`src/atc_map.vh`:
```
// Register map, field positions and timing counts of the converter control
`ifndef ATC_MAP_VH
`define ATC_MAP_VH
`define ATC_IDX_DIS       8'h17
`define ATC_IDX_RESULT    8'h19
`define ATC_IDX_CHAN      8'h1B
`define ATC_IDX_TRIG      8'h1C
`define ATC_IDX_CTRL      8'h1D
`define ATC_IDX_SAMPLE    8'h20
`define ATC_RST_BYTE      8'h00
`define ATC_CTRL_EN       7
`define ATC_CTRL_START    6
`define ATC_CTRL_AUTO     5
`define ATC_CTRL_DONE     4
`define ATC_CTRL_IE       3
`define ATC_TRIG_FREE     3'h0
`define ATC_CYC_FIRST     5'h19
`define ATC_CYC_NORMAL    5'h0D
`define ATC_ONE5          5'h01
`define ATC_PS_W          7
`endif

```
`src/atc_prescaler.v`:
```
// Converter clock prescaler producing one tick per converter clock period
`timescale 1ns/1ps
module atc_prescaler (
    input  wire       clk,
    input  wire       reset_n,
    input  wire       run,
    input  wire [2:0] div_sel,
    output reg        tick
);
`include "atc_map.vh"
    reg  [`ATC_PS_W-1:0] count_reg;
    wire [`ATC_PS_W-1:0] limit;

    // Codes 0 and 1 both divide by two
    function [`ATC_PS_W-1:0] div_limit;
        input [2:0] sel;
        begin
            if (sel == 3'h0)
                div_limit = 7'h01;
            else
                div_limit = (7'h01 << sel) - 7'h01;
        end
    endfunction

    assign limit = div_limit(div_sel);

    always @(posedge clk or negedge reset_n) begin
        if (!reset_n) begin
            count_reg <= 7'h00;
            tick      <= 1'b0;
        end else if (!run) begin
            count_reg <= 7'h00;
            tick      <= 1'b0;
        end else if (count_reg >= limit) begin
            count_reg <= 7'h00;
            tick      <= 1'b1;
        end else begin
            count_reg <= count_reg + 7'h01;
            tick      <= 1'b0;
        end
    end
endmodule

```
`src/atc_sync3.v`:
```
// Three-stage input synchroniser with agreement of the last two stages
`timescale 1ns/1ps
module atc_sync3 #(
    parameter W = 4
) (
    input  wire         clk,
    input  wire         reset_n,
    input  wire [W-1:0] din,
    output reg  [W-1:0] dout
);
    reg [W-1:0] s1_reg;
    reg [W-1:0] s2_reg;
    reg [W-1:0] s3_reg;
    genvar i;

    always @(posedge clk or negedge reset_n) begin
        if (!reset_n) begin
            s1_reg <= {W{1'b0}};
            s2_reg <= {W{1'b0}};
            s3_reg <= {W{1'b0}};
        end else begin
            s1_reg <= din;
            s2_reg <= s1_reg;
            s3_reg <= s2_reg;
        end
    end

    generate
        for (i = 0; i < W; i = i + 1) begin : g_bit
            always @(posedge clk or negedge reset_n) begin
                if (!reset_n)
                    dout[i] <= 1'b0;
                else if (s2_reg[i] == s3_reg[i])
                    dout[i] <= s3_reg[i];
            end
        end
    endgenerate
endmodule

```
`src/atc_top.v`:
```
// Converter control: registers, triggering, sequencing and input gating
// Function
// - Done flag sets as the conversion ends and result is stored.
// - Interrupt request while flag, enable and global enable are all set.
// - Taking the interrupt vector clears the done flag.
// - Writing one clears the done flag; writing zero leaves it.
// - Prescaler divides by 2,2,4,8,16,32,64,128 per 3-bit code.
// - Trigger field is ignored unless auto trigger is enabled.
// - Auto conversion starts on a rising edge of the selected flag.
// - Switching selection from clear to set source counts as an edge.
// - Switching to free running makes no trigger event.
// - Trigger codes: free, comparator, ext0, cmpA, ovf, cmpB, pin, capture.
// - Read-only result register holds latest result, resets to zero.
// - Set disable bit gates pin input buffer and reads port bit as zero.
// - Disable bits 3..0 map to pins 3..0; bits 0,1 serve comparator.
// - Enable powers converter; clearing it aborts a running conversion.
// - Start bit starts conversion, reads one while busy, clears at end.
// - First conversion after enable takes 25 cycles, then 13 cycles.
// - Channel change during a conversion waits until it completes.
//
// Chosen here: the APB interface to the registers.
`timescale 1ns/1ps
module atc_top (
    input  wire        clk,
    input  wire        reset_n,
    input  wire        psel,
    input  wire        penable,
    input  wire        pwrite,
    input  wire [31:0] paddr,
    input  wire [31:0] pwdata,
    output reg  [31:0] prdata,
    output reg         pready,
    output reg         pslverr,
    input  wire        global_irq_enable,
    input  wire        irq_vector_taken,
    input  wire [6:0]  trigger_flags,
    input  wire [3:0]  pin_in,
    input  wire [7:0]  sample_data,
    output reg  [3:0]  port_in_bits,
    output reg  [3:0]  input_buffer_enable,
    output reg         comparator_input_a_buf_en,
    output reg         comparator_input_b_buf_en,
    output reg         converter_power,
    output reg  [1:0]  active_channel,
    output reg         sample_strobe,
    output reg         conversion_irq
);
`include "atc_map.vh"
    reg  [7:0] ctrl_reg;
    reg  [7:0] trig_reg;
    reg  [7:0] dis_reg;
    reg  [7:0] result_reg;
    reg  [1:0] chan_reg;
    reg        busy_reg;
    reg        first_reg;
    reg  [4:0] cyc_reg;
    reg        trig_prev_reg;
    reg  [7:0] rdata_next;
    wire       tick;
    wire [3:0] pin_sync;
    wire       access;
    wire       wr;
    wire [7:0] idx;
    wire       mapped;
    wire       trig_now;
    wire       trig_edge;
    wire       soft_start;
    wire       start;
    wire       finish;
    wire       clr_done_wr;
    wire       conv_en;

    // Printed offsets are word indices; byte address is four times index
    function [7:0] word_index;
        input [31:0] a;
        begin
            word_index = a[9:2];
        end
    endfunction

    function is_mapped;
        input [7:0] i;
        begin
            is_mapped = (i == `ATC_IDX_DIS) || (i == `ATC_IDX_RESULT) ||
                        (i == `ATC_IDX_CHAN) || (i == `ATC_IDX_TRIG) ||
                        (i == `ATC_IDX_CTRL);
        end
    endfunction

    // Index 0 is free running and has no flag of its own
    function select_flag;
        input [2:0] sel;
        input [6:0] flags;
        begin
            if (sel == `ATC_TRIG_FREE)
                select_flag = 1'b0;
            else
                select_flag = flags[sel - 3'h1];
        end
    endfunction

    atc_prescaler u_prescaler (
        .clk     (clk),
        .reset_n (reset_n),
        .run     (conv_en),
        .div_sel (ctrl_reg[2:0]),
        .tick    (tick)
    );

    atc_sync3 #(.W(4)) u_sync (
        .clk     (clk),
        .reset_n (reset_n),
        .din     (pin_in),
        .dout    (pin_sync)
    );

    // One wait state: pready answers in the second access cycle
    assign access = psel && penable && !pready;
    assign idx    = word_index(paddr);
    assign mapped = is_mapped(idx) && (paddr[31:10] == 22'h0) &&
                    (paddr[1:0] == 2'h0);
    // Writes land on the edge that completes the transfer, never earlier
    assign wr     = psel && penable && pready && pwrite && mapped;
    assign conv_en = ctrl_reg[`ATC_CTRL_EN];

    assign clr_done_wr = wr && (idx == `ATC_IDX_CTRL) &&
                         pwdata[`ATC_CTRL_DONE];
    assign soft_start  = wr && (idx == `ATC_IDX_CTRL) &&
                         pwdata[`ATC_CTRL_START] && pwdata[`ATC_CTRL_EN];

    // Free running restarts on the done flag; other codes use the flags
    assign trig_now = (trig_reg[2:0] == `ATC_TRIG_FREE) ?
                      ctrl_reg[`ATC_CTRL_DONE] :
                      select_flag(trig_reg[2:0], trigger_flags);
    assign trig_edge = ctrl_reg[`ATC_CTRL_AUTO] && conv_en &&
                       (trig_reg[2:0] == `ATC_TRIG_FREE ?
                        (ctrl_reg[`ATC_CTRL_DONE] &&
                         ctrl_reg[`ATC_CTRL_START]) :
                        (trig_now && !trig_prev_reg));
    // Start bit stays armed in free running after the first conversion
    assign start  = !busy_reg && (soft_start || trig_edge);
    assign finish = busy_reg && tick && (cyc_reg == `ATC_ONE5) && conv_en;

    // Previous sample tracks the selected source, so a reselect is an edge
    always @(posedge clk or negedge reset_n) begin
        if (!reset_n)
            trig_prev_reg <= 1'b0;
        else if (trig_reg[2:0] == `ATC_TRIG_FREE)
            trig_prev_reg <= 1'b1;
        else
            trig_prev_reg <= trig_now;
    end

    // Conversion sequencer
    always @(posedge clk or negedge reset_n) begin
        if (!reset_n) begin
            busy_reg   <= 1'b0;
            first_reg  <= 1'b1;
            cyc_reg    <= 5'h00;
            result_reg <= `ATC_RST_BYTE;
            sample_strobe <= 1'b0;
        end else if (!conv_en && !soft_start) begin
            busy_reg   <= 1'b0;
            first_reg  <= 1'b1;
            cyc_reg    <= 5'h00;
            sample_strobe <= 1'b0;
        end else if (start) begin
            busy_reg   <= 1'b1;
            cyc_reg    <= first_reg ? `ATC_CYC_FIRST :
                                      `ATC_CYC_NORMAL;
            first_reg  <= 1'b0;
            sample_strobe <= 1'b0;
        end else if (finish) begin
            busy_reg   <= 1'b0;
            cyc_reg    <= 5'h00;
            result_reg <= sample_data;
            sample_strobe <= 1'b1;
        end else begin
            if (busy_reg && tick)
                cyc_reg <= cyc_reg - `ATC_ONE5;
            sample_strobe <= 1'b0;
        end
    end

    // Control and status register
    always @(posedge clk or negedge reset_n) begin
        if (!reset_n) begin
            ctrl_reg <= `ATC_RST_BYTE;
        end else begin
            if (wr && (idx == `ATC_IDX_CTRL)) begin
                ctrl_reg[`ATC_CTRL_EN]   <= pwdata[`ATC_CTRL_EN];
                ctrl_reg[`ATC_CTRL_AUTO] <= pwdata[`ATC_CTRL_AUTO];
                ctrl_reg[`ATC_CTRL_IE]   <= pwdata[`ATC_CTRL_IE];
                ctrl_reg[2:0]            <= pwdata[2:0];
            end
            // Set beats any clear in the same cycle
            if (finish)
                ctrl_reg[`ATC_CTRL_DONE] <= 1'b1;
            else if (clr_done_wr || irq_vector_taken)
                ctrl_reg[`ATC_CTRL_DONE] <= 1'b0;
            if (soft_start || start)
                ctrl_reg[`ATC_CTRL_START] <= 1'b1;
            else if ((finish && !(ctrl_reg[`ATC_CTRL_AUTO] &&
                      trig_reg[2:0] == `ATC_TRIG_FREE)) || !conv_en)
                ctrl_reg[`ATC_CTRL_START] <= 1'b0;
        end
    end

    // Other writable registers; channel select applies only when idle
    always @(posedge clk or negedge reset_n) begin
        if (!reset_n) begin
            trig_reg       <= `ATC_RST_BYTE;
            dis_reg        <= `ATC_RST_BYTE;
            chan_reg       <= 2'h0;
            active_channel <= 2'h0;
        end else begin
            if (wr && (idx == `ATC_IDX_TRIG))
                trig_reg <= {5'h00, pwdata[2:0]};
            if (wr && (idx == `ATC_IDX_DIS))
                dis_reg <= {4'h0, pwdata[3:0]};
            if (wr && (idx == `ATC_IDX_CHAN))
                chan_reg <= pwdata[1:0];
            if (!busy_reg || finish)
                active_channel <= chan_reg;
        end
    end

    always @* begin
        rdata_next = `ATC_RST_BYTE;
        case (idx)
            `ATC_IDX_DIS:    rdata_next = dis_reg;
            `ATC_IDX_RESULT: rdata_next = result_reg;
            `ATC_IDX_CHAN:   rdata_next = {6'h00, chan_reg};
            `ATC_IDX_TRIG:   rdata_next = trig_reg;
            `ATC_IDX_CTRL:   rdata_next = ctrl_reg;
            default:         rdata_next = `ATC_RST_BYTE;
        endcase
    end

    // Bus answer, interrupt and pin-facing outputs
    always @(posedge clk or negedge reset_n) begin
        if (!reset_n) begin
            prdata  <= 32'h0000_0000;
            pready  <= 1'b0;
            pslverr <= 1'b0;
            conversion_irq <= 1'b0;
            port_in_bits <= 4'h0;
            input_buffer_enable <= 4'h0;
            comparator_input_a_buf_en <= 1'b0;
            comparator_input_b_buf_en <= 1'b0;
            converter_power <= 1'b0;
        end else begin
            pready  <= access;
            pslverr <= access && !mapped;
            prdata  <= (access && !pwrite && mapped) ?
                       {24'h000000, rdata_next} : 32'h0000_0000;
            conversion_irq <= ctrl_reg[`ATC_CTRL_DONE] &&
                              ctrl_reg[`ATC_CTRL_IE] &&
                              global_irq_enable;
            port_in_bits <= pin_sync & ~dis_reg[3:0];
            input_buffer_enable <= ~dis_reg[3:0];
            comparator_input_a_buf_en <= ~dis_reg[0];
            comparator_input_b_buf_en <= ~dis_reg[1];
            converter_power <= conv_en;
        end
    end
endmodule

```
`config.mk`:
```
export PLATFORM = sky130hd
export DESIGN_NAME = atc_top
export DESIGN_NICKNAME = d
export VERILOG_FILES = /design/src/atc_prescaler.v /design/src/atc_sync3.v /design/src/atc_top.v
export VERILOG_INCLUDE_DIRS = /design/src /design/src/src
export SDC_FILE = /design/constraint.sdc
export NUM_CORES = 1
export LEC_CHECK = 0
export ABC_AREA = 1
export BUFFER_PORTS_ARGS = -buffer_cell sky130_fd_sc_hd__buf_2
export CAP_MARGIN = 20
export CORE_MARGIN = 3
export CORE_UTILIZATION = 25
export DETAILED_ROUTE_END_ITERATION = 10
export PLACE_DENSITY = 0.57
export SETUP_SLACK_MARGIN = 0.1
export SLEW_MARGIN = 20
export SYNTH_ARGS = -nofsm -noshare
export SYNTH_HDL_FRONTEND = slang
export SYNTH_SLANG_ARGS = --single-unit
export TNS_END_PERCENT = 20
```
`constraint.sdc`:
```
create_clock -name clk -period 4.2 [get_ports clk]
set_input_delay 1.26 -clock clk [delete_from_list [all_inputs] [get_ports clk]]
set_output_delay 1.26 -clock clk [all_outputs]
set_load 0.05 [all_outputs]
```
==> Yosys cells after proc, flatten, opt, wreduce, memory -nomap -nowiden <==
Index checks and enable logic that the tools add are counted.
{ "totals": {"word_cells": 140, "inputBits": 90, "register_bits": 82, "output_inout_bits": 49} }
{ "classes": {"mux": 29, "bitwise": 6, "magnitude_cmp": 2, "reduce_logical": 57, "addsub": 4, "n_shift": 1, "eq_ne": 10} }
{ "ops": {"columns": ["op", "n"], "rows": [
  ["$eq 8x5->1 const B", 5],
  ["$pmux 8 s5", 1],
  ["$logic_and 1x1->1", 30],
  ["$mux 5", 5],
  ["$logic_not 22->1", 1],
  ["$mux 7", 3],
  ["$mux 1", 18],
  ["$logic_or 1x1->1", 9],
  ["$logic_not 1->1", 8],
  ["$mux 8", 1],
  ["$add 7x1->7 const B", 1],
  ["$ge 7x7->1", 1],
  ["$shl 1x3->7 const A", 1],
  ["$sub 7x1->7 const B", 1],
  ["$logic_not 3->1", 2],
  ["$reduce_bool 2->1", 3],
  ["$eq 5x1->1 const B", 1],
  ["$sub 5x1->5 const B", 1],
  ["$and 4x4->4", 1],
  ["$eq 1x1->1", 4],
  ["$lt 3x4->1 const B", 1],
  ["$not 1->1", 4],
  ["$not 4->4", 1],
  ["$reduce_bool 4->1", 1],
  ["other kinds (5)", 5]
]} }

==> Longest topological paths before layout <==
Gate-level depths: netlist of run 1.
{ "depth": {"depth_word": 15, "depth_mapped": 14, "depth_no_buf": 14} }

==> Hierarchy <==
From an unflattened synthesis of run 1, not the netlist that was laid out.
{ "hier_totals": {"hier_cells": 446, "area_unflattened_um2": 3823.7} }
{ "modules_own_cells": {"columns": ["mod", "cells_per_inst", "instances", "area_each_um2"], "rows": [
  ["atc_top", 341, 1, 2817.7],
  ["atc_prescaler", 73, 1, 540.5],
  ["atc_sync3", 32, 1, 465.4]
]} }

==> Least setup slack after synthesis of run 1 <==
No wires, ideal clock.
{ "synth_path": {"path_type": "in2reg", "start": "in paddr[7]", "end": "reg cyc_reg[2]", "path_buffers": 0, "setup_slack_ns": 1.686, "t_arrival_ns": 2.397, "stages": 14, "cell_sequence": "inv_1 > nand2_2 > nor2_4 > o21ai_1 > nand2_2 > nand3_4 > nor2_8 > nand3_4 > nand2_4 > nand2_4 > nand3_2 > inv_2 > nand2_1 > nand2_1"} }
{ "synth_between": {"elab_chain_cells": 15} }
{ "synth_lines": {"columns": ["element", "line_no", "source"], "rows": [
  ["start: declaration", "atc_top.v:29", "input wire [31:0] paddr,"],
  ["$eq 8x5->1", null, null],
  ["$logic_or 1x1->1 (4 in series)", "atc_top.v:84", "is_mapped = (i == `ATC_IDX_DIS) || (i == `ATC_IDX_RESULT) ||"],
  ["$logic_and 1x1->1 (2 in series)", "atc_top.v:120", "assign mapped = is_mapped(idx) && (paddr[31:10] == 22'h0) &&"],
  ["$logic_and 1x1->1", "atc_top.v:123", "assign wr = psel && penable && pready && pwrite && mapped;"],
  ["$logic_and 1x1->1 * (3 in series)", "atc_top.v:128", "assign soft_start = wr && (idx == `ATC_IDX_CTRL) &&"],
  ["$logic_or 1x1->1", "atc_top.v:141", "assign start = !busy_reg && (soft_start || trig_edge);"],
  ["$logic_and 1x1->1", "atc_top.v:141", null],
  ["$mux 5", "atc_top.v:167", "end else if (start) begin"],
  ["$mux 5", "atc_top.v:162", "end else if (!conv_en && !soft_start) begin"],
  ["end signal: assignment", "atc_top.v:169", "cyc_reg <= first_reg ? `ATC_CYC_FIRST :"],
  ["end signal: assignment", "atc_top.v:180", "cyc_reg <= cyc_reg - `ATC_ONE5;"],
  ["end: declaration", "atc_top.v:56", "reg [4:0] cyc_reg;"]
]} }
Mark *: on every way between the ends. The rest lies on a longest branch, timed or not.
A chain may end at the register's enable or synchronous reset.

==> Worst setup path in the final report of run 1 <==
{ "layout_path": {"start": "in paddr[25]", "end": "reg cyc_reg[2]"} }
{ "layout_between": {"elab_chain_cells": 11} }
{ "layout_lines": {"columns": ["element", "line_no"], "rows": [
  ["$logic_not 22->1 *", "atc_top.v:120"],
  ["$logic_and 1x1->1 * (2 in series)", "atc_top.v:120"],
  ["$logic_and 1x1->1 *", "atc_top.v:123"],
  ["$logic_and 1x1->1 * (3 in series)", "atc_top.v:128"],
  ["$logic_or 1x1->1", "atc_top.v:141"],
  ["$logic_and 1x1->1", "atc_top.v:141"],
  ["$mux 5", "atc_top.v:167"],
  ["$mux 5", "atc_top.v:162"]
]} }
Marked as above.

==> results of run 1 <==
==> kinds of logic (layout without fill, tap and decap cells) <==
| logic type | after synthesis | in the layout |
|---|---|---|
| and+or+nand+nor | 185 | 185 |
| DFF | 80 | 80 |
| buffers and inverters | 67 | 145 |
| AOI/OAI and AO/OA | 53 | 53 |
| adders and majority gates | 15 | 15 |
| xor gates and xnor gates | 6 | 6 |
| muxes | 2 | 2 |
| other | 1 | 24 |
==> per-stage QoR <==
| stage | power (W) | cells | hold slack, ps | worst slack, ps | utilization (%) |
|---|---|---|---|---|---|
| 6_report | 0.001771 | 694 | 348.1 | 1701 | 31.71 |
| 5_1_grt | 0.001849 | 694 | 354.9 | 1500 | 31.71 |
| 4_1_cts | 0.001799 | 694 | 349.5 | 1682 | 31.68 |
| 3_5_place_dp | 0.0009896 | 678 | 334.7 | 1333 | 29.58 |
| 3_3_place_gp | 0.0009859 | 678 | 333.4 | 1346 | 29.58 |
| 2_1_floorplan | 0.0009415 | 432 | 331.2 | 1686 | - |
==> Yosys cell counts, drive strengths merged <==
master / number
and2: 1
ha: 11
nor2: 47
a2111oi: 2
dfrtp: 79
a221oi: 2
xnor2: 3
nor4: 1
o22ai: 2
nor3: 2
nand3: 14
nand4: 3
nand3b: 4
conb: 1
and3: 2
buf: 28
a31oi: 2
xor2: 3
maj3: 4
a21oi: 18
nand2: 110
o21ai: 27
nor3b: 1
mux2: 2
inv: 39
dfstp: 1
==> layout make-up <==
type / count / area (µm²) / area share [%]
clock inverter: 5 / 65.06 / 1.401
timing repair buffer: 90 / 456.7 / 9.836
clock buffer: 11 / 242.7 / 5.228
inverter: 39 / 146.4 / 3.153
multi-input combinational: 285 / 1499 / 32.28
sequential: 80 / 2003 / 43.14
tap: 184 / 230.2 / 4.958
==> metal layers <==
metal / wire (µm) / part of all wire [%] / up-vias
met2: 3817 / 44 / 89
met4: 128 / 1.5 / 2
met3: 693 / 8.0 / 13
met1: 3958 / 46 / 1329
li1: - / - / 1462
met5: 13 / 0.15 / -
==> cell usage in the layout (no fill, tap or decap), types with 4 or more instances in the layout <==
cell type	count
nand2_1	104
buf_2	89
dfrtp_1	79
nor2_1	43
inv_1	36
conb_1	24
o21ai_0	18
a21oi_1	17
nand3_1	11
ha_1	11
o21ai_1	9
clkbuf_16	9
nand2_2	4
maj3_1	4
==> critical path, stage by stage <==
cell     delay, ps
buf_2           90
nor2_1          90
nand2_1         60
nor2_1         100
nand2_1        100
nor2_4         120
nand3_4        110
nor2_8         190
nand3_4        120
nand2_4        100
nand2_4         90
nand3_2        100
inv_2           60
nand2_1         50
nand2_1         50
==> worst paths after layout <==
path,end,slack (ps)
max,cyc_reg[2]$_DFFE_PN0P_,1700
min,u_sync.s2_reg[3]$_DFF_PN0_,350
max reg2reg,u_prescaler.count_reg[4]$_DFF_PN0_,1870
min reg2reg,u_sync.s2_reg[3]$_DFF_PN0_,350
max in group asynchronous,u_sync.s3_reg[2]$_DFF_PN0_,2730
min in group asynchronous,sample_strobe$_DFF_PN0_,950
==> power by group through the flow <==
stage                     registers [W]  logic [W]  clock network (W)
after floorplan                0.000832   0.000109                  0
after global placement         0.000816   0.000170                  0
after detailed placement       0.000816   0.000173                  0
after CTS                      0.000802   0.000174           0.000823
after global routing           0.000805   0.000190           0.000854
final                          0.000802   0.000172           0.000797
==> qor.csv, run 1 <==
metric,value,unit
status,finished clean,
p_comb_share,9.7,%
grt_use_met2,15.95,%
netSwitchingFraction,25.43,%
cts_tree,done,
holdPathStages,0,
num_vias,2895,
holdBufCountCts,0,
h-tree-depth,3,
hold_path_class,flop to flop,
ant_nets,0,
gr-max-usage-layer,met2,
syn2layout_area_growth,23.29,%
post_drt_via_cell_ratio,4.171,
r2r_start,ctrl_reg[1]$_DFFE_PN0N_,
yosysWarnings,0,
avgRoutedWirePerCell,12.41,µm
numCtsBuffers,9,
ff2ff_path_depth,7,
start_util,25.72,%
timing.final.hold_violations,0,
fmax,0.4002,GHz
peakVddDrop,0.1778,mV
fp.dieH,128.7,µm
synth_area_leaders,"dfrtp_1 (52%), nand2_1 (10%), buf_4 (5.2%), nor2_1 (4.3%), ha_1 (3.7%)",
antenna_found_initial,1,
cts_buffer_depth,2,
cts_root_buf,clkbuf_16,
rsz0062_at_grt,no,
syn_area_per_cell,9.208,µm²
cts_resized,0,
grt_pass1_wl,13430,µm
ios,139,
final_cell_area,0.004643,mm²
synth_compound_area_share,7.874,%
synthMuxAreaShare,0.5980,%
use_met1,13.81,%
post_cts_buffers,0,
final.period_utilization,59.50,%
synth_top_area_share,52.49,%
core_area,0.01464,mm²
synthXorXnorAreaFrac,1.395,%
grt_pass1_vias,2743,
clock_skew,6.664,ps
critPathArrivalTime,2720,ps
numClockSinks,80,
clk_latency,330,ps
fill_cells,1533,
drv_slew,0,
crit_required,4420,ps
diodes,0,
ys_ff_latch,80,
io_buffers,90,
drtPass1Iterations,4,
drtIter0Drc,148,
p_seq_share,45.3,%
start_kind,primary input,
p_leak,2.345,nW
clockPowerShare,45.0,%
yosys.area_share.simple,22.82,%
synth_top_family_by_area,simple AND/OR/NAND/NOR gates,
drive_gt1_share,25.10,%
dp_hpwl,6569,µm
path_max_fanout,9,
clkTransAtPathRegs,60,ps
critPathKind,primary input to flop,
rows,44,
die_w,128.7,µm
grt_util_met3,3.445,%
nets,606,
synth_area,0.003766,mm²
wl,8611,µm
drc,0,
setup_tns,0,ps
yosysSeqAreaShare,53.19,%
ys_types,39,
syn_inst,409,
setup_viol,0,
fp.dieArea,0.01657,mm²
p_switching,0.0004502,W
grt_start_max_net_pins,81,
synth_largest_area_cell,dfrtp_1,
end_kind,flop,
yosys.area_share.adder,4.718,%
gp_congestion,0.7685,
hold_start,u_sync.s1_reg[3]$_DFF_PN0_,
place_area,0.004332,mm²
overflow,0,
powerDensity,381.3,mW/mm²
drv_cap,0,
worst_pin_slew,729.9,ps
layout_min_cycle_time,2499,ps
max_slew_margin,51.34,%
cp-startpoint,paddr[25],
grt_usage,10.37,%
p_int,0.001320,W
Note: power is estimated with default switching activity, not from simulation.
==> run 2: changes to the inputs <==
Settings changed: PLACE_DENSITY 0.57 to 0.59.
Clock period 4.2 ns to 2.1 ns, I/O delays scaled along.
==> qor.csv, run 2 (same netlist as run 1, synthesis figures left out) <==
metric,value,unit,change
numClockSinks,80,,unchanged
final_util,33.25,%,+1.5 points
place_area,0.004472,mm²,+3.2%
setup_tns,0,ps,unchanged
start_util,25.72,%,unchanged
drtPass1Iterations,5,,+1
num_vias,3060,,+5.7%
core_area,0.01464,mm²,unchanged
drtIter0Drc,150,,+1.4%
fp.dieArea,0.01657,mm²,unchanged
final_common_cell,nand2_1,,
final_cell_area,0.004868,mm²,+4.9%
path_common_cell,nor2_1,,
drive_gt1_share,31.51,%,+6.4 points
status,finished clean,,
hold_path_class,primary input to async pin,,
critPathKind,flop to flop,,
h-tree-depth,3,,unchanged
final.period_utilization,90.48,%,
gp_congestion,0.7620,,-0.85%
path_buf_inv,2,,unchanged
clkTransAtPathRegs,60,ps,about the same
grt_usage,10.92,%,+0.55 points
drc,0,,unchanged
wl,8989,µm,+4.4%
diodes,0,,unchanged
end_kind,flop,,
ff2ff_path_depth,9,,+2
final_cell_mix,"nand2_1 (101), buf_2 (89), dfrtp_1 (76)",,
setup_viol,0,,unchanged
grt_pass1_wl,14130,µm,+5.2%
cpPeakStageDelay,440,ps,+250 ps
start_kind,flop,,
dp_hpwl,6897,µm,+5.0%
dpl_worst_slack,-26.31,ps,-1359 ps
ant_nets,0,,unchanged
dp_cells,695,,+2.5%
rsz0062_at_grt,yes,,
path_max_fanout,6,,-3
numCtsBuffers,9,,unchanged
clock_skew,9.470,ps,+2.807 ps
drv_cap,0,,unchanged
path_delay_family,compound AO/OA/AOI/OAI gates,,
finalNonFillerCells,714,,+2.9%
layout_min_cycle_time,1900,ps,
r2r_slack,200,ps,-1670 ps
io_buffers,90,,unchanged
fp.dieH,128.7,µm,unchanged
grt_start_max_net_pins,81,,unchanged
holdBufCountCts,0,,unchanged
drv_slew,0,,unchanged
powerDensity,704.1,mW/mm²,+85%
post_drt_via_cell_ratio,4.286,,+2.7%
critPathArrivalTime,2160,ps,-560 ps
cts_root_buf,clkbuf_16,,
cp_num_cells,9,,-6
ios,139,,unchanged
nets,626,,+3.3%
grt_pass1_vias,2886,,+5.2%
cts_buffer_depth,2,,unchanged
die_w,128.7,µm,unchanged
cts_tree,done,,
setup_ws,199.8,ps,-1501 ps
avgRoutedWirePerCell,12.59,µm,+1.5%
clk_latency,340,ps,about the same
syn2layout_area_growth,29.27,%,
fmax,0.5263,GHz,
path_cells,o21ai_2 > ha_1 > a21oi_2 > nor2_1 > a2111oi_2 > buf_4 > nand2_2 > buf_6 > nor2_1,,
antenna_found_initial,2,,+1
cp_slowest_cell,dfrtp_2,,
crit_required,2360,ps,-2060 ps
peakVddDrop,0.3560,mV,+100%
p_leak,2.432,nW,+3.7%
overflow,0,,unchanged
timing.final.hold_violations,0,,unchanged
rows,44,,unchanged
-- run 2: area by class of cell --
type / instances / area [µm²]
Sequential cell: 80 / 2007
Clock buffer: 9 / 225.2
Inverter: 39 / 146.4
Fill cell: 1527 / 9776
Timing Repair Buffer: 110 / 631.9
Tap cell: 184 / 230.2
Clock inverter: 7 / 53.80
Multi-Input combinational cell: 285 / 1574
-- run 2: through the flow --
step                hold WS (ps)  power, W
detailed placement         337.9  0.001993
CTS                        334.1  0.003470
global route               321.8  0.003580
floorplan                  331.2  0.001883
global placement           334.2  0.001981
finish                     301.6  0.003428
-- run 2: per-layer routing --
metal  global-route usage [%]  up-vias  wire length [µm]
met4                    4.077        4               125
met2                    17.62       93              4184
met3                    3.487       14               644
li1                         -     1506                 -
met5                        0        -                27
met1                    13.70     1443              4006
-- run 2: worst paths after layout --
path	startpoint	endpoint
worst max-delay path	ctrl_reg[0]$_DFFE_PN0N_	u_prescaler.count_reg[0]$_DFF_PN0_
worst min-delay path	reset_n	result_reg[6]$_DFFE_PN0P_
worst max register to register	ctrl_reg[0]$_DFFE_PN0N_	u_prescaler.count_reg[0]$_DFF_PN0_
worst min register to register	u_sync.s1_reg[3]$_DFF_PN0_	u_sync.s2_reg[3]$_DFF_PN0_
max in group asynchronous	reset_n	first_reg$_DFFE_PN1P_
min in group clk	u_sync.s1_reg[3]$_DFF_PN0_	u_sync.s2_reg[3]$_DFF_PN0_
-- run 2: power breakdown --
group	leakage, nW	switching (W)	internal, W	total, W
clock	0.134	0.000651	0.000810	0.00146
combinational	1.35	0.000256	0.000107	0.000363
sequential	0.949	0.0000215	0.00158	0.00160
-- run 2: what timing repair did --
item	CTS	global route
pin swaps	0	7
setup endpoints to repair	7	15
gates resized for setup	2	22
cloned	0	0
buffers inserted	0	3
==> run 3: changes to the inputs <==
Settings changed: SYNTH_HIERARCHICAL set to 1.
==> qor.csv, run 3 <==
metric,value,unit,change
fmax,0.5315,GHz,+0.99%
p_comb_share,8.8,%,-1.8 points
antenna_found_initial,0,,-2
netSwitchingFraction,24.23,%,-2.9 points
final_cell_area,0.004977,mm²,+2.2%
gp_congestion,0.8079,,+6.0%
hold_path_class,primary input to async pin,,
power,0.003489,W,+1.8%
final_cell_mix,"nand2_1 (124), buf_2 (89), dfrtp_1 (79)",,
core_area,0.01475,mm²,+0.75%
syn_area_per_cell,8.573,µm²,-6.9%
ys_types,34,,-13%
cpPeakStageDelay,370,ps,-70 ps
layout_min_cycle_time,1882,ps,-18.62 ps
numClockSinks,80,,unchanged
yosysSeqAreaShare,52.39,%,-0.80 points
p_int,0.002643,W,+5.8%
p_leak,2.505,nW,+3.0%
start_util,25.92,%,+0.20 points
setup_viol,0,,unchanged
synth_top_area_share,51.70,%,-0.79 points
path_cells,inv_2 > ha_4 > o21ai_2 > nor2_2 > a21oi_2 > o211ai_1 > nand2_1 > nand2_4 > nand2_8 > a21oi_4 > nand2_1 > nand2_1,,
numCtsBuffers,9,,unchanged
drv_cap,0,,unchanged
wl,8808,µm,-2.0%
crit_required,2370,ps,about the same
fill_cells,1545,,+1.2%
h-tree-depth,3,,unchanged
ios,139,,unchanged
synthFlopType,dfrtp_1,,
status,finished clean,,
clock_skew,8.682,ps,-0.7883 ps
p_switching,0.0008455,W,-8.9%
clockPowerShare,45.4,%,+2.8 points
synth_largest_area_cell,dfrtp_1,,
async_flop_share,100.0,%,unchanged
peakVddDrop,0.3761,mV,+5.7%
drtIter0Drc,140,,-6.7%
post_drt_via_cell_ratio,4.108,,-4.1%
drtPass1Iterations,4,,-1
drv_slew,0,,unchanged
synth_area_leaders,"dfrtp_1 (52%), nand2_1 (13%), buf_4 (5.1%), inv_1 (5.0%), nor2_1 (4.6%)",,
dp_hpwl,6862,µm,-0.50%
critPathKind,flop to flop,,
grt_usage,10.76,%,-0.16 points
grt_pass1_wl,14060,µm,-0.49%
p_seq_share,45.8,%,-1.0 points
nets,668,,+6.7%
multi_input_area,0.001584,mm²,+0.64%
setup_tns,0,ps,unchanged
syn2layout_area_growth,30.17,%,
clk_latency,340,ps,about the same
fp.dieH,129.7,µm,+0.73%
rows,44,,unchanged
cp_slowest_cell,dfrtp_1,,
grt_pass1_vias,2819,,-2.3%
avgRoutedWirePerCell,11.65,µm,-7.5%
timing.final.hold_violations,0,,unchanged
finalNonFillerCells,756,,+5.9%
drc,0,,unchanged
ys_ff_latch,80,,unchanged
synth_common_cells,"nand2_1 (128), dfrtp_1 (79), inv_1 (51)",,
syn_inst,446,,+9.0%
dp_cells,739,,+6.3%
yosysMostFrequentCell,nand2_1,,
die_w,129.7,µm,+0.73%
cts_root_buf,clkbuf_16,,
diodes,0,,unchanged
num_vias,3106,,+1.5%
path_common_cell,nand2_1,,
cts_buffer_depth,2,,unchanged
io_buffers,90,,unchanged
start_kind,flop,,
seqCellArea,0.002003,mm²,-0.19%
place_area,0.004583,mm²,+2.5%
grt_start_max_net_pins,30,,-63%
cts_tree,done,,
path_max_fanout,8,,+2
fp.dieArea,0.01681,mm²,+1.5%
final_common_cell,nand2_1,,
final.period_utilization,89.60,%,-0.89 points
end_kind,flop,,
path_buf_inv,1,,-1
critPathArrivalTime,2150,ps,about the same
ant_nets,0,,unchanged
powerDensity,701.0,mW/mm²,-0.45%
rsz0062_at_grt,yes,,
yosysWarnings,6,,+6
synth_edf_count,0,,unchanged
clkTransAtPathRegs,60,ps,about the same
drive_gt1_share,28.67,%,-2.8 points
path_delay_family,simple AND/OR/NAND/NOR gates,,
overflow,0,,unchanged
synth_area,0.003824,mm²,+1.5%
## run 3: cell types whose count changed in the layout (fill, tap and decap cells not counted), moves of 3 or more
cell     change
o21ai_0      +8
nor2_1       +6
inv_1       +13
dfrtp_1      +3
nand2_1     +23
xnor2_1      -3
o21ai_1      -8
nand3_1      +3
a21oi_1      +3
maj3_1       -4
buf_4        +5
dfrtp_2      -3
## run 3: kinds of logic (layout without fill, tap and decap cells)
| group | after synthesis | count (layout) | synth area share (%) |
|---|---|---|---|
| xor gates and xnor gates | 4 | 4 | 0.9161 |
| adders and majority gates | 11 | 11 | 3.599 |
| other | 1 | 24 | 0.09807 |
| buffers and inverters | 79 | 182 | 10.31 |
| and+or+nand+nor | 215 | 215 | 24.18 |
| muxes | 2 | 2 | 0.5890 |
| AOI/OAI and AO/OA | 54 | 54 | 7.919 |
| DFF | 80 | 80 | 52.39 |
## run 3: worst register-to-register path, cell delays in order (launching register included)
cell and delay (ps):
dfrtp_1 370, inv_2 80, ha_4 280, o21ai_2 50, nor2_2 110, a21oi_2 40
o211ai_1 230, nand2_1 130, nand2_4 120, nand2_8 80, a21oi_4 200, nand2_1 70
nand2_1 70
## run 3: routing by layer
layer	wire, µm	GRT usage (%)
met1	4110	14.55
met4	76	2.262
met5	0	0
met2	4108	16.80
met3	513	3.710
## run 3: final cells by class
class	instances	share of cell area [%]
Clock buffer	11	5.078
Timing Repair Buffer	115	13.27
Inverter	51	3.846
Sequential cell	80	40.25
Tap cell	184	4.625
Clock inverter	5	1.106
Multi-Input combinational cell	310	31.83
## run 3: through the flow
step / hold slack [ps] / utilization (%) / worst slack [ps]
6_report: 180.8 / 33.73 / 218.4
5_1_grt: 186.7 / 33.73 / 35.26
4_1_cts: 178.8 / 33.15 / 115.7
3_5_place_dp: 334.7 / 31.06 / -137.9
3_3_place_gp: 332.1 / 31.06 / -124.0
2_1_floorplan: 331.2 / - / 157.7
## run 3: worst paths after layout
kind	start	to	slack [ps]	depth (start not counted)
setup / recovery	trig_reg[1]$_DFFE_PN0P_	cyc_reg[0]$_DFFE_PN0P_	220	12
max in group asynchronous	reset_n	result_reg[7]$_DFFE_PN0P_	1380	2
min in group clk	u_sync/s1_reg[2]$_DFF_PN0_	u_sync/s2_reg[2]$_DFF_PN0_	350	0
setup reg to reg	trig_reg[1]$_DFFE_PN0P_	cyc_reg[0]$_DFFE_PN0P_	220	12
hold / removal	reset_n	dis_reg[1]$_DFFE_PN0P_	180	1
hold reg to reg	u_sync/s1_reg[2]$_DFF_PN0_	u_sync/s2_reg[2]$_DFF_PN0_	350	0
## run 3: power groups by stage
stage | Combinational (W) | Sequential, W | Clock [W]
finish | 0.000307 | 0.00160 | 0.00158
global route | 0.000340 | 0.00160 | 0.00172
CTS | 0.000309 | 0.00160 | 0.00164
detailed placement | 0.000308 | 0.00163 | 0
global placement | 0.000305 | 0.00162 | 0
floorplan | 0.000176 | 0.00166 | 0
## run 3: repair_timing
action | in CTS | in global routing
resized for setup | 0 | 22
hold buffers | 0 | 0
setup buffers | 0 | 1
setup endpoints to repair | 0 | 5
